<file path="src/include/szs_pkg.sv">
// Constants, state codes and carrier types of the standstill and stop sequencer.
// Speeds and levels are signed 0.01 % units, times are 0.1 s units.
`default_nettype none

package szs_pkg;

	localparam int          DW             = 16;
	localparam int          AW             = 4;

	// Register indexes
	localparam logic [3:0]  OFS_ZERO_LVL   = 4'h0;
	localparam logic [3:0]  OFS_NSTOP_TIME = 4'h1;
	localparam logic [3:0]  OFS_NSTOP_LIM  = 4'h2;
	localparam logic [3:0]  OFS_HOLD_DLY   = 4'h3;
	localparam logic [3:0]  OFS_QUENCH     = 4'h4;
	localparam logic [3:0]  OFS_FAST_TIME  = 4'h5;
	localparam logic [3:0]  OFS_FAST_LIM   = 4'h6;
	localparam logic [3:0]  OFS_FAST_ILIM  = 4'h7;
	localparam logic [3:0]  OFS_STOP_ZERO  = 4'h8;
	localparam logic [3:0]  OFS_CTRL       = 4'h9;
	localparam logic [3:0]  OFS_STATUS     = 4'hA;
	localparam logic [3:0]  OFS_DEMAND     = 4'hB;

	// Reset values
	localparam logic [15:0] RST_ZERO_LVL   = 16'h00C8;
	localparam logic [15:0] RST_NSTOP_TIME = 16'h0064;
	localparam logic [15:0] RST_NSTOP_LIM  = 16'h0258;
	localparam logic [15:0] RST_HOLD_DLY   = 16'h000A;
	localparam logic [15:0] RST_QUENCH     = 16'h0000;
	localparam logic [15:0] RST_FAST_TIME  = 16'h0001;
	localparam logic [15:0] RST_FAST_LIM   = 16'h0258;
	localparam logic [15:0] RST_FAST_ILIM  = 16'h2710;
	localparam logic [15:0] RST_STOP_ZERO  = 16'h00C8;
	localparam logic [15:0] RST_CTRL       = 16'h0002;

	// Control register bits
	localparam int          CTRL_STILL_EN  = 0;
	localparam int          CTRL_REGEN     = 1;

	// Levels
	localparam logic [15:0] HYST_BAND      = 16'h0032;
	localparam logic [15:0] EARLY_OFF_LVL  = 16'h0019;
	localparam logic [15:0] FULL_SPEED     = 16'h2710;
	localparam logic [15:0] ILIM_NONE      = 16'h4E20;

	// Timing
	localparam int          CLK_NS         = 40;
	localparam int          TICK_NS        = 100000000;
	localparam int          TICK_CYC_DEF   = TICK_NS / CLK_NS;

	typedef enum logic [5:0] {
		ST_OFF   = 6'h01,
		ST_RUN   = 6'h02,
		ST_NSTOP = 6'h04,
		ST_HOLD  = 6'h08,
		ST_PSTOP = 6'h10,
		ST_LOCK  = 6'h20
	} szs_state_t;

	typedef struct packed {
		logic [15:0] zero_lvl;
		logic [15:0] nstop_time;
		logic [15:0] nstop_lim;
		logic [15:0] hold_dly;
		logic [15:0] quench;
		logic [15:0] fast_time;
		logic [15:0] fast_lim;
		logic [15:0] fast_ilim;
		logic [15:0] stop_zero;
		logic [15:0] ctrl;
	} szs_cfg_t;

	typedef struct packed {
		logic speed_near_zero_flag;
		logic setpoint_near_zero_flag;
		logic motor_stopped_flag;
	} szs_flags_t;

endpackage : szs_pkg

`default_nettype wire

</file>
<file path="src/rtl/szs_tick.sv">
// Tick of 0.1 s for the stop timers and the hold delay.
// Assumes clr is a one-cycle pulse that restarts the period.
`default_nettype none

module szs_tick #(
	parameter int TICK_CYC = 2500000
) (
	input  wire logic sys_clk,
	input  wire logic sys_rst,
	input  wire logic clr,
	output var  logic tick
);
	import szs_pkg::*;

	typedef struct packed {
		logic [31:0] cnt;
		logic        tick;
	} szs_tick_t;

	szs_tick_t s_r;
	szs_tick_t s_nxt;

	always_comb begin
		s_nxt      = s_r;
		s_nxt.tick = 1'b0;
		if (clr) begin
			s_nxt.cnt = 32'h0000_0000;
		end else if (s_r.cnt >= 32'(TICK_CYC - 1)) begin
			s_nxt.cnt  = 32'h0000_0000;
			s_nxt.tick = 1'b1;
		end else begin
			s_nxt.cnt = s_r.cnt + 32'h0000_0001;
		end
	end

	always_ff @(posedge sys_clk) begin
		if (sys_rst) begin
			s_r <= '0;
		end else begin
			s_r <= s_nxt;
		end
	end

	assign tick = s_r.tick;

endmodule : szs_tick

`default_nettype wire

</file>
<file path="src/rtl/szs_hyst.sv">
// Near-zero comparator with a hysteresis band above the level.
// Assumes value and level come from logic on sys_clk.
`default_nettype none

module szs_hyst (
	input  wire logic        sys_clk,
	input  wire logic        sys_rst,
	input  wire logic [15:0] mag,
	input  wire logic [15:0] level,
	output var  logic        flag
);
	import szs_pkg::*;

	typedef struct packed {
		logic flag;
	} szs_hyst_t;

	szs_hyst_t   s_r;
	szs_hyst_t   s_nxt;
	logic [16:0] upper;

	assign upper = {1'b0, level} + {1'b0, HYST_BAND};

	always_comb begin
		s_nxt = s_r;
		if (!s_r.flag && mag < level) begin
			s_nxt.flag = 1'b1;
		end else if (s_r.flag && {1'b0, mag} >= upper) begin
			s_nxt.flag = 1'b0;
		end
	end

	always_ff @(posedge sys_clk) begin
		if (sys_rst) begin
			s_r <= '0;
		end else begin
			s_r <= s_nxt;
		end
	end

	assign flag = s_r.flag;

	AST_HYST_HOLD: assert property (@(posedge sys_clk) disable iff (sys_rst)
		flag && ({1'b0, mag} < upper) |=> flag)
		else $error("near-zero flag dropped inside the band");
	AST_HYST_SET: assert property (@(posedge sys_clk) disable iff (sys_rst)
		!sys_rst && (mag < level) |=> flag)
		else $error("near-zero flag not set below level");

endmodule : szs_hyst

`default_nettype wire

</file>
<file path="src/rtl/szs_seq.sv">
// Standstill detection and stop sequencing of a DC drive.
// Assumes terminal pins are asynchronous, high means released/run.
//
// How it works
// - Speed near-zero below zero level
// - Setpoint near-zero below zero level
// - Half percent hysteresis on both tests
// - Stopped when both near-zero flags true
// - Stopped and enabled in run quench loops, keep contactor
// - Quench lasts until stopped flag clears
// - Not-stopped is inverse of stopped
// - Zero relay follows speed near-zero
// - Run removed ramps demand over stop time
// - Non-regen drive coasts, regen ramps
// - Normal stop end drops contactor, disables
// - Normal stop limit timer forces stop
// - Hold contactor for delay at zero
// - Early disable if level>0.25% and decay
// - Enable low cancels contactor delay
// - Halt low starts fast ramp
// - Fast stop at zero drops contactor
// - Fast stop limit timer forces stop
// - Fast stop applies its current limit
`default_nettype none

module szs_seq #(
	parameter int TICK_CYC = szs_pkg::TICK_CYC_DEF
) (
	input  wire logic               sys_clk,
	input  wire logic               sys_rst,
	input  wire logic [3:0]         reg_addr,
	input  wire logic [15:0]        reg_wdata,
	input  wire logic               reg_wr,
	input  wire logic               reg_rd,
	output var  logic [15:0]        reg_rdata,
	input  wire logic               run_input,
	input  wire logic               fast_halt_input,
	input  wire logic               enable_input,
	input  wire logic               coast_input,
	input  wire logic signed [15:0] speed_fb,
	input  wire logic signed [15:0] speed_setpoint,
	output var  szs_pkg::szs_flags_t flags,
	output var  logic               zero_relay,
	output var  logic               not_stopped,
	output var  logic               loops_enable,
	output var  logic               contactor_on,
	output var  logic               drive_enable,
	output var  logic               run_led,
	output var  logic signed [15:0] speed_demand,
	output var  logic [15:0]        current_limit
);
	import szs_pkg::*;

	localparam int STEP_CYC = TICK_CYC / 10000;

	typedef struct packed {
		szs_cfg_t           cfg;
		logic [3:0]         sy1;
		logic [3:0]         sy2;
		szs_state_t         st;
		logic               fresh;
		logic [15:0]        tmr;
		logic [31:0]        scnt;
		logic signed [15:0] dem;
		logic [15:0]        rdata;
	} szs_main_t;

	szs_main_t   s_r;
	szs_main_t   s_nxt;
	logic        tick;
	logic        speed_nz;
	logic        setpt_nz;
	logic        stopped;
	logic [15:0] fb_mag;
	logic [15:0] sp_mag;
	logic        run_ok;
	logic        halt_ok;
	logic        en_ok;
	logic        coast_ok;
	logic        at_stop_zero;
	logic        early_off;
	logic        quench_now;
	logic [31:0] step_per;
	logic        step;

	function automatic logic [15:0] mag16(input logic signed [15:0] v);
		mag16 = v[15] ? 16'(-v) : 16'(v);
	endfunction : mag16

	assign fb_mag = mag16(speed_fb);
	assign sp_mag = mag16(speed_setpoint);

	szs_hyst u_speed_hyst (
		.sys_clk (sys_clk),
		.sys_rst (sys_rst),
		.mag     (fb_mag),
		.level   (s_r.cfg.zero_lvl),
		.flag    (speed_nz)
	);

	szs_hyst u_setpt_hyst (
		.sys_clk (sys_clk),
		.sys_rst (sys_rst),
		.mag     (sp_mag),
		.level   (s_r.cfg.zero_lvl),
		.flag    (setpt_nz)
	);

	szs_tick #(
		.TICK_CYC (TICK_CYC)
	) u_tick (
		.sys_clk (sys_clk),
		.sys_rst (sys_rst),
		.clr     (s_r.fresh),
		.tick    (tick)
	);

	assign stopped  = speed_nz && setpt_nz;
	assign run_ok   = s_r.sy2[0];
	assign halt_ok  = s_r.sy2[1];
	assign en_ok    = s_r.sy2[2];
	assign coast_ok = s_r.sy2[3];

	assign at_stop_zero = fb_mag < s_r.cfg.stop_zero;
	assign early_off    = (s_r.cfg.stop_zero > EARLY_OFF_LVL) && (s_r.cfg.quench != 16'h0000);
	assign quench_now   = (s_r.st == ST_RUN) && stopped && s_r.cfg.ctrl[CTRL_STILL_EN];

	// Ramp step period for one 0.01 % step
	always_comb begin
		step_per = 32'(STEP_CYC) * 32'((s_r.st == ST_PSTOP) ? s_r.cfg.fast_time : s_r.cfg.nstop_time);
		step     = (s_r.scnt + 32'h0000_0001) >= step_per;
	end

	always_comb begin
		s_nxt       = s_r;
		s_nxt.sy1   = {coast_input, enable_input, fast_halt_input, run_input};
		s_nxt.sy2   = s_r.sy1;
		s_nxt.fresh = 1'b0;
		s_nxt.rdata = 16'h0000;

		if (reg_wr) begin
			unique case (reg_addr)
				OFS_ZERO_LVL:   s_nxt.cfg.zero_lvl   = reg_wdata;
				OFS_NSTOP_TIME: s_nxt.cfg.nstop_time = reg_wdata;
				OFS_NSTOP_LIM:  s_nxt.cfg.nstop_lim  = reg_wdata;
				OFS_HOLD_DLY:   s_nxt.cfg.hold_dly   = reg_wdata;
				OFS_QUENCH:     s_nxt.cfg.quench     = reg_wdata;
				OFS_FAST_TIME:  s_nxt.cfg.fast_time  = reg_wdata;
				OFS_FAST_LIM:   s_nxt.cfg.fast_lim   = reg_wdata;
				OFS_FAST_ILIM:  s_nxt.cfg.fast_ilim  = reg_wdata;
				OFS_STOP_ZERO:  s_nxt.cfg.stop_zero  = reg_wdata;
				OFS_CTRL:       s_nxt.cfg.ctrl       = {14'h0000, reg_wdata[1:0]};
				default:        ;
			endcase
		end

		if (reg_rd) begin
			unique case (reg_addr)
				OFS_ZERO_LVL:   s_nxt.rdata = s_r.cfg.zero_lvl;
				OFS_NSTOP_TIME: s_nxt.rdata = s_r.cfg.nstop_time;
				OFS_NSTOP_LIM:  s_nxt.rdata = s_r.cfg.nstop_lim;
				OFS_HOLD_DLY:   s_nxt.rdata = s_r.cfg.hold_dly;
				OFS_QUENCH:     s_nxt.rdata = s_r.cfg.quench;
				OFS_FAST_TIME:  s_nxt.rdata = s_r.cfg.fast_time;
				OFS_FAST_LIM:   s_nxt.rdata = s_r.cfg.fast_lim;
				OFS_FAST_ILIM:  s_nxt.rdata = s_r.cfg.fast_ilim;
				OFS_STOP_ZERO:  s_nxt.rdata = s_r.cfg.stop_zero;
				OFS_CTRL:       s_nxt.rdata = s_r.cfg.ctrl;
				OFS_STATUS:     s_nxt.rdata = {2'h0, s_r.st, quench_now, stopped, setpt_nz, speed_nz,
								contactor_on, drive_enable, loops_enable, 1'b0};
				OFS_DEMAND:     s_nxt.rdata = s_r.dem;
				default:        s_nxt.rdata = 16'h0000;
			endcase
		end

		// Elapsed 0.1 s ticks in the current state
		if (tick && !s_r.fresh && s_r.tmr != 16'hFFFF) begin
			s_nxt.tmr = s_r.tmr + 16'h0001;
		end

		// Ramp demand toward zero, one 0.01 % step per period
		s_nxt.scnt = step ? 32'h0000_0000 : s_r.scnt + 32'h0000_0001;

		unique case (s_r.st)
			ST_OFF: begin
				s_nxt.dem = 16'sh0000;
				if (run_ok) begin
					s_nxt.st = (halt_ok && coast_ok) ? ST_RUN : ST_LOCK;
				end
			end
			ST_RUN: begin
				s_nxt.dem = speed_setpoint;
				if (!halt_ok) begin
					s_nxt.st = ST_PSTOP;
				end else if (!run_ok) begin
					s_nxt.st = ST_NSTOP;
				end
			end
			ST_NSTOP: begin
				if (!s_r.cfg.ctrl[CTRL_REGEN]) begin
					s_nxt.dem = 16'sh0000;
				end else if (step && s_r.dem != 16'sh0000) begin
					s_nxt.dem = s_r.dem[15] ? s_r.dem + 16'sh0001 : s_r.dem - 16'sh0001;
				end
				if (!halt_ok) begin
					s_nxt.st = ST_PSTOP;
				end else if (run_ok) begin
					s_nxt.st = ST_RUN;
				end else if (at_stop_zero) begin
					s_nxt.st = ST_HOLD;
				end else if (s_r.tmr >= s_r.cfg.nstop_lim) begin
					s_nxt.st = ST_LOCK;
				end
			end
			ST_HOLD: begin
				s_nxt.dem = 16'sh0000;
				if (!halt_ok) begin
					s_nxt.st = ST_PSTOP;
				end else if (!en_ok) begin
					s_nxt.st = ST_LOCK;
				end else if (s_r.tmr >= s_r.cfg.hold_dly) begin
					s_nxt.st = ST_LOCK;
				end
			end
			ST_PSTOP: begin
				if (step && s_r.dem != 16'sh0000) begin
					s_nxt.dem = s_r.dem[15] ? s_r.dem + 16'sh0001 : s_r.dem - 16'sh0001;
				end
				if (at_stop_zero) begin
					s_nxt.st = ST_LOCK;
				end else if (s_r.tmr >= s_r.cfg.fast_lim) begin
					s_nxt.st = ST_LOCK;
				end
			end
			ST_LOCK: begin
				s_nxt.dem = 16'sh0000;
				if (!run_ok && halt_ok) begin
					s_nxt.st = ST_OFF;
				end
			end
			default: begin
				s_nxt.st = ST_LOCK;
			end
		endcase

		// Coast drops everything at once
		if (!coast_ok && s_r.st != ST_OFF && s_r.st != ST_LOCK) begin
			s_nxt.st = ST_LOCK;
		end

		if (s_nxt.st != s_r.st) begin
			s_nxt.fresh = 1'b1;
			s_nxt.tmr   = 16'h0000;
			s_nxt.scnt  = 32'h0000_0000;
		end
	end

	always_ff @(posedge sys_clk) begin
		if (sys_rst) begin
			s_r                <= '0;
			s_r.st             <= ST_OFF;
			s_r.cfg.zero_lvl   <= RST_ZERO_LVL;
			s_r.cfg.nstop_time <= RST_NSTOP_TIME;
			s_r.cfg.nstop_lim  <= RST_NSTOP_LIM;
			s_r.cfg.hold_dly   <= RST_HOLD_DLY;
			s_r.cfg.quench     <= RST_QUENCH;
			s_r.cfg.fast_time  <= RST_FAST_TIME;
			s_r.cfg.fast_lim   <= RST_FAST_LIM;
			s_r.cfg.fast_ilim  <= RST_FAST_ILIM;
			s_r.cfg.stop_zero  <= RST_STOP_ZERO;
			s_r.cfg.ctrl       <= RST_CTRL;
		end else begin
			s_r <= s_nxt;
		end
	end

	assign reg_rdata     = s_r.rdata;
	assign speed_demand  = s_r.dem;
	assign flags         = '{speed_near_zero_flag: speed_nz, setpoint_near_zero_flag: setpt_nz,
				motor_stopped_flag: stopped};
	assign zero_relay    = speed_nz;
	assign not_stopped   = !stopped;
	assign contactor_on  = (s_r.st == ST_RUN) || (s_r.st == ST_NSTOP)
				|| (s_r.st == ST_HOLD) || (s_r.st == ST_PSTOP);
	assign drive_enable  = (s_r.st == ST_RUN) || (s_r.st == ST_NSTOP) || (s_r.st == ST_PSTOP)
				|| ((s_r.st == ST_HOLD) && !early_off);
	assign loops_enable  = drive_enable && en_ok && !quench_now;
	assign run_led       = contactor_on;
	assign current_limit = (s_r.st == ST_PSTOP) ? s_r.cfg.fast_ilim : ILIM_NONE;

	AST_NOT_STOPPED: assert property (@(posedge sys_clk) disable iff (sys_rst)
		not_stopped != flags.motor_stopped_flag)
		else $error("not-stopped is not the inverse of stopped");
	AST_QUENCH: assert property (@(posedge sys_clk) disable iff (sys_rst)
		quench_now |-> contactor_on && run_led && !loops_enable)
		else $error("standstill quench wrong");
	AST_HOLD_CANCEL: assert property (@(posedge sys_clk) disable iff (sys_rst)
		(s_r.st == ST_HOLD) && halt_ok && !en_ok |=> !contactor_on)
		else $error("contactor delay not cancelled by enable low");
	AST_HOLD_END: assert property (@(posedge sys_clk) disable iff (sys_rst)
		(s_r.st == ST_HOLD) && halt_ok && (s_r.tmr < s_r.cfg.hold_dly) && en_ok && coast_ok |=> contactor_on)
		else $error("contactor dropped before hold delay");
	AST_EARLY_OFF: assert property (@(posedge sys_clk) disable iff (sys_rst)
		(s_r.st == ST_HOLD) |-> (drive_enable == !early_off))
		else $error("drive enable wrong during contactor delay");
	AST_FAST_ZERO: assert property (@(posedge sys_clk) disable iff (sys_rst)
		(s_r.st == ST_PSTOP) && at_stop_zero |=> !contactor_on && !drive_enable)
		else $error("fast stop did not end at stop zero level");
	AST_FAST_LIM: assert property (@(posedge sys_clk) disable iff (sys_rst)
		(s_r.st == ST_PSTOP) && (s_r.tmr >= s_r.cfg.fast_lim) |=> !contactor_on)
		else $error("fast stop limit not enforced");
	AST_NSTOP_LIM: assert property (@(posedge sys_clk) disable iff (sys_rst)
		(s_r.st == ST_NSTOP) && halt_ok && !run_ok && !at_stop_zero
		&& (s_r.tmr >= s_r.cfg.nstop_lim) |=> !contactor_on && !drive_enable)
		else $error("normal stop limit not enforced");
	AST_PRIORITY: assert property (@(posedge sys_clk) disable iff (sys_rst)
		((s_r.st == ST_NSTOP) || (s_r.st == ST_HOLD)) && !halt_ok && coast_ok |=> (s_r.st == ST_PSTOP))
		else $error("fast stop did not take over");
	AST_ILIM: assert property (@(posedge sys_clk) disable iff (sys_rst)
		(s_r.st == ST_PSTOP) |-> current_limit == s_r.cfg.fast_ilim)
		else $error("fast stop current limit not applied");
	AST_RAMP: assert property (@(posedge sys_clk) disable iff (sys_rst)
		(s_r.st == ST_NSTOP) && s_r.cfg.ctrl[CTRL_REGEN] && step && (s_r.dem > 16'sh0000)
		&& halt_ok && !run_ok && !at_stop_zero && coast_ok |=> speed_demand == $past(speed_demand) - 16'sh0001)
		else $error("normal stop ramp step missing");

endmodule : szs_seq

`default_nettype wire

</file>
<file path="config.mk">
export PLATFORM = sky130hd
export DESIGN_NAME = szs_seq
export DESIGN_NICKNAME = d
export VERILOG_FILES = /design/src/include/szs_pkg.sv /design/src/rtl/szs_tick.sv /design/src/rtl/szs_hyst.sv /design/src/rtl/szs_seq.sv
export SDC_FILE = /design/constraint.sdc
export NUM_CORES = 1
export LEC_CHECK = 0
export ABC_AREA = 1
export BUFFER_PORTS_ARGS = -buffer_cell sky130_fd_sc_hd__buf_2
export CORE_ASPECT_RATIO = 0.7
export CORE_UTILIZATION = 25
export CTS_CLUSTER_SIZE = 12
export DETAILED_ROUTE_END_ITERATION = 6
export SLEW_MARGIN = 10
export SYNTH_ARGS = -nofsm -noshare
export SYNTH_HDL_FRONTEND = slang
export SYNTH_SLANG_ARGS = --single-unit
export TNS_END_PERCENT = 5
</file>
<file path="constraint.sdc">
create_clock -name sys_clk -period 12.51 [get_ports sys_clk]
set_input_delay 1.251 -clock sys_clk [delete_from_list [all_inputs] [get_ports sys_clk]]
set_output_delay 1.251 -clock sys_clk [all_outputs]
set_load 0.005 [all_outputs]
</file>
==> impl_metrics.ini <==
[status]
run_status = finished, final reports clean

[critical_path]
r2r_end = s_r[43]
timing.critical_path.to_type = flip-flop
critical_path_peak_fanout = 46
number_of_cell_instances_on_the_worst_register_to_register_path = 36
critical-path-max-stage-delay_ns = 0.85
timing.critical_path.from_type = flip-flop
timing.rr.start = s_r[83]
criticalPathCategory = reg -> reg
worstPathBufferInverterCount = 7
timing.critical_path.max_delay_family = simple AND/OR/NAND/NOR gates
r2r_slack_ns = 4.74
cp_slowest_cell = sky130_fd_sc_hd__o21ai_0
critPathRequiredTime_ns = 13.04
cp_data_arrival_time_ns = 8.30

[routing]
detail-route-antenna-nets = 0
routed_wl_um = 69100
routed_length_per_placed_instance_um = 17.7
drt_first_iter_violations = 2345
route.vias.total = 19000
detailedRoute.firstPassIterationCount = 6
vias_per_cell = 4.87
detail_route.drc_violations = 0

[global_route]
grt_remaining_overflow = 0
grt_pass1_wl_um = 104000
grt_antenna_before_repair = 14
grt_max_degree = 87
groute.usage.overall = 0.166
first_global_vias = 16900

[min_path]
hold_class = reg -> reg
holdPathEnd = run_ok
min_from = s_nxt[87]
worst_hold_path.num_cells = 2

[clock_tree]
cts_sinks = 276
ctsRootBufferMaster = sky130_fd_sc_hd__clkbuf_16
cts_buffers = 30
cts_tree = yes
worst_skew_pair_later_pin_latency_ns = 0.61
cts.repair.resized = 0
cts_max_path_buffers = 3
path_clk_slew_ns = 0.06
htree_levels = 1
cts_hold_buffers = 0
postcts_setup_bufs = 0

[timing]
slew_headroom = 0.156
final-setup-viol-count = 0
timing.setup.tns_ns = 0
setup_ws_ns = 4.74
timing.final.max_slew_violations = 0
layout_worst_path_cycle_share = 0.621
finalClockSkew_ns = 0.0358
grt_setup_unrepaired = no
final_period_minus_worst_setup_slack_ns = 7.77
max_slew.worst_pin.slew_ns = 1.26
fmax_mhz = 129
hold_violations = 0

[finish]
area.growth.synth_to_final_pct = 12.3
post-route-cell-area_mm2 = 0.0225
final_common_cell = sky130_fd_sc_hd__inv_1
fillers = 8684
layout_common_cells = sky130_fd_sc_hd__inv_1, sky130_fd_sc_hd__nand2_1, sky130_fd_sc_hd__a21oi_1
num-nets-final = 3151
finalCoreUtilization = 0.285
final_layout_size_suffix_gt1_frac = 0.0795

[floorplan]
fp.dieW_um = 340
die_area_mm2 = 0.0814
start_util = 0.254
floorplan.rows = 86
core_mm2 = 0.0791
io_pins = 117
die_height_um = 239

[synthesis]
synth.lib_cells_used.distinct = 55
synthCells = 2764
post_synth_fa_ha_maj_area_fraction = 0.184
yosys_most_used_dff = sky130_fd_sc_hd__dfxtp_1
synth-compound-area-share = 0.176
synth_top_family_by_area = simple AND/OR/NAND/NOR gates
post_synth_instance_area_mm2 = 0.0201
yosys.area_share.xor_xnor = 0.0498
yosysSeqAreaShare = 0.276
number_of_warnings_reported_in_the_yosys_synthesis_log = 0
yosys_register_bits = 276
post_synth_and_or_nand_nor_area_fraction = 0.199
synth_edf_count = 0
synthArstFlopShare = 0
synth_mux_area_frac = 0.000499
syn_area_per_cell_um2 = 7.25

[placement]
hpwl_um = 54700
place_area_mm2 = 0.0215
place.gp.congestion = 0.991
post-place-ws_ns = 4.77
port_buffers = 116

[power]
totalPowerFinal_mw = 2.53
vdd_drop_max_mv = 0.104
cellPowerDensity_mw_per_mm2 = 112
p_leak_nw = 10.1

[flow_run]
drv.max_cap_violation_count = 0
[worst max-delay path by stage]
stage,from,to,slack (ns),cells after the start
2_1_floorplan,s_r[83],speed_demand[10],5.83,34
3_3_place_gp,s_r[83],s_r[42],5.00,36
3_5_place_dp,s_r[83],s_r[43],4.77,36
4_1_cts,s_r[83],s_r[43],4.76,36
5_1_grt,s_r[83],s_r[42],4.04,31
6_report,s_r[83],s_r[43],4.74,36
[sequential cells by signal, indices dropped and copies added, names as in the netlist]
name / cells
s_r: 201
u_tick.s_r: 32
reg_rdata: 16
speed_demand: 16
s_nxt: 4
coast_ok: 1
en_ok: 1
halt_ok: 1
run_ok: 1
u_setpt_hyst.flag: 1
u_speed_hyst.flag: 1
u_tick.tick: 1
[logic make-up after synthesis]
kind of cell,after synthesis
and+or+nand+nor,896
xor gates and xnor gates,114
buffers and inverters,573
DFF,276
AOI/OAI and AO/OA,638
muxes,1
other,1
adders and majority gates,265
[tightest hold or removal path, stage by stage (launching register included)]
cell	delay, ns
sky130_fd_sc_hd__dfxtp_1	0.29
sky130_fd_sc_hd__inv_1	0.04
sky130_fd_sc_hd__nor2_1	0.03
[cell type report]
| cell class | count | area [µm²] | share of cell area |
|---|---|---|---|
| Multi-Input combinational cell | 1932 | 12300 | 0.545 |
| Sequential cell | 276 | 5530 | 0.245 |
| Inverter | 463 | 1740 | 0.0772 |
| Clock inverter | 8 | 144 | 0.00639 |
| Tap cell | 1056 | 1320 | 0.0587 |
| Timing Repair Buffer | 123 | 633 | 0.0281 |
| Antenna cell | 1 | 2.50 | 0.000111 |
| Clock buffer | 41 | 883 | 0.0392 |
[metrics by stage]
step | hold slack [ns] | std cells
after floorplan | 0.388 | 2781
after global placement | 0.397 | 3850
after global routing | 0.431 | 3900
after CTS | 0.404 | 3899
final | 0.403 | 3900
after detailed placement | 0.396 | 3850
[Yosys cell counts (31+ instances only)]
library cell | number | area share
sky130_fd_sc_hd__clkbuf_1 | 66 | 0.012
sky130_fd_sc_hd__inv_1 | 454 | 0.085
sky130_fd_sc_hd__nor3_1 | 45 | 0.011
sky130_fd_sc_hd__nand4_1 | 44 | 0.014
sky130_fd_sc_hd__fa_1 | 49 | 0.049
sky130_fd_sc_hd__ha_1 | 216 | 0.13
sky130_fd_sc_hd__xnor2_1 | 31 | 0.014
sky130_fd_sc_hd__xor2_1 | 83 | 0.036
sky130_fd_sc_hd__a21oi_1 | 281 | 0.070
sky130_fd_sc_hd__o21ai_0 | 218 | 0.054
sky130_fd_sc_hd__dfxtp_1 | 276 | 0.28
sky130_fd_sc_hd__nand3_1 | 108 | 0.027
sky130_fd_sc_hd__nand2_1 | 403 | 0.075
sky130_fd_sc_hd__o22ai_1 | 47 | 0.015
sky130_fd_sc_hd__buf_4 | 36 | 0.013
sky130_fd_sc_hd__nor2_1 | 209 | 0.039
[power breakdown]
part	total [mW]	switching [mW]	internal (mW)	leakage (nW)
registers	0.942	0.0357	0.906	2.24
clock network	0.964	0.395	0.569	0.508
logic	0.621	0.399	0.222	7.34
total	2.53	0.830	1.70	10.1
[layer usage]
layer / GRT usage / up-vias / wire (µm)
met2: 0.209 / 908 / 24800
li1: - / 9243 / -
met4: 0.0300 / 6 / 1320
met5: 0 / - / 35
met3: 0.0511 / 104 / 9010
met1: 0.265 / 8738 / 33900
Note: power is estimated with default switching activity, not from simulation.
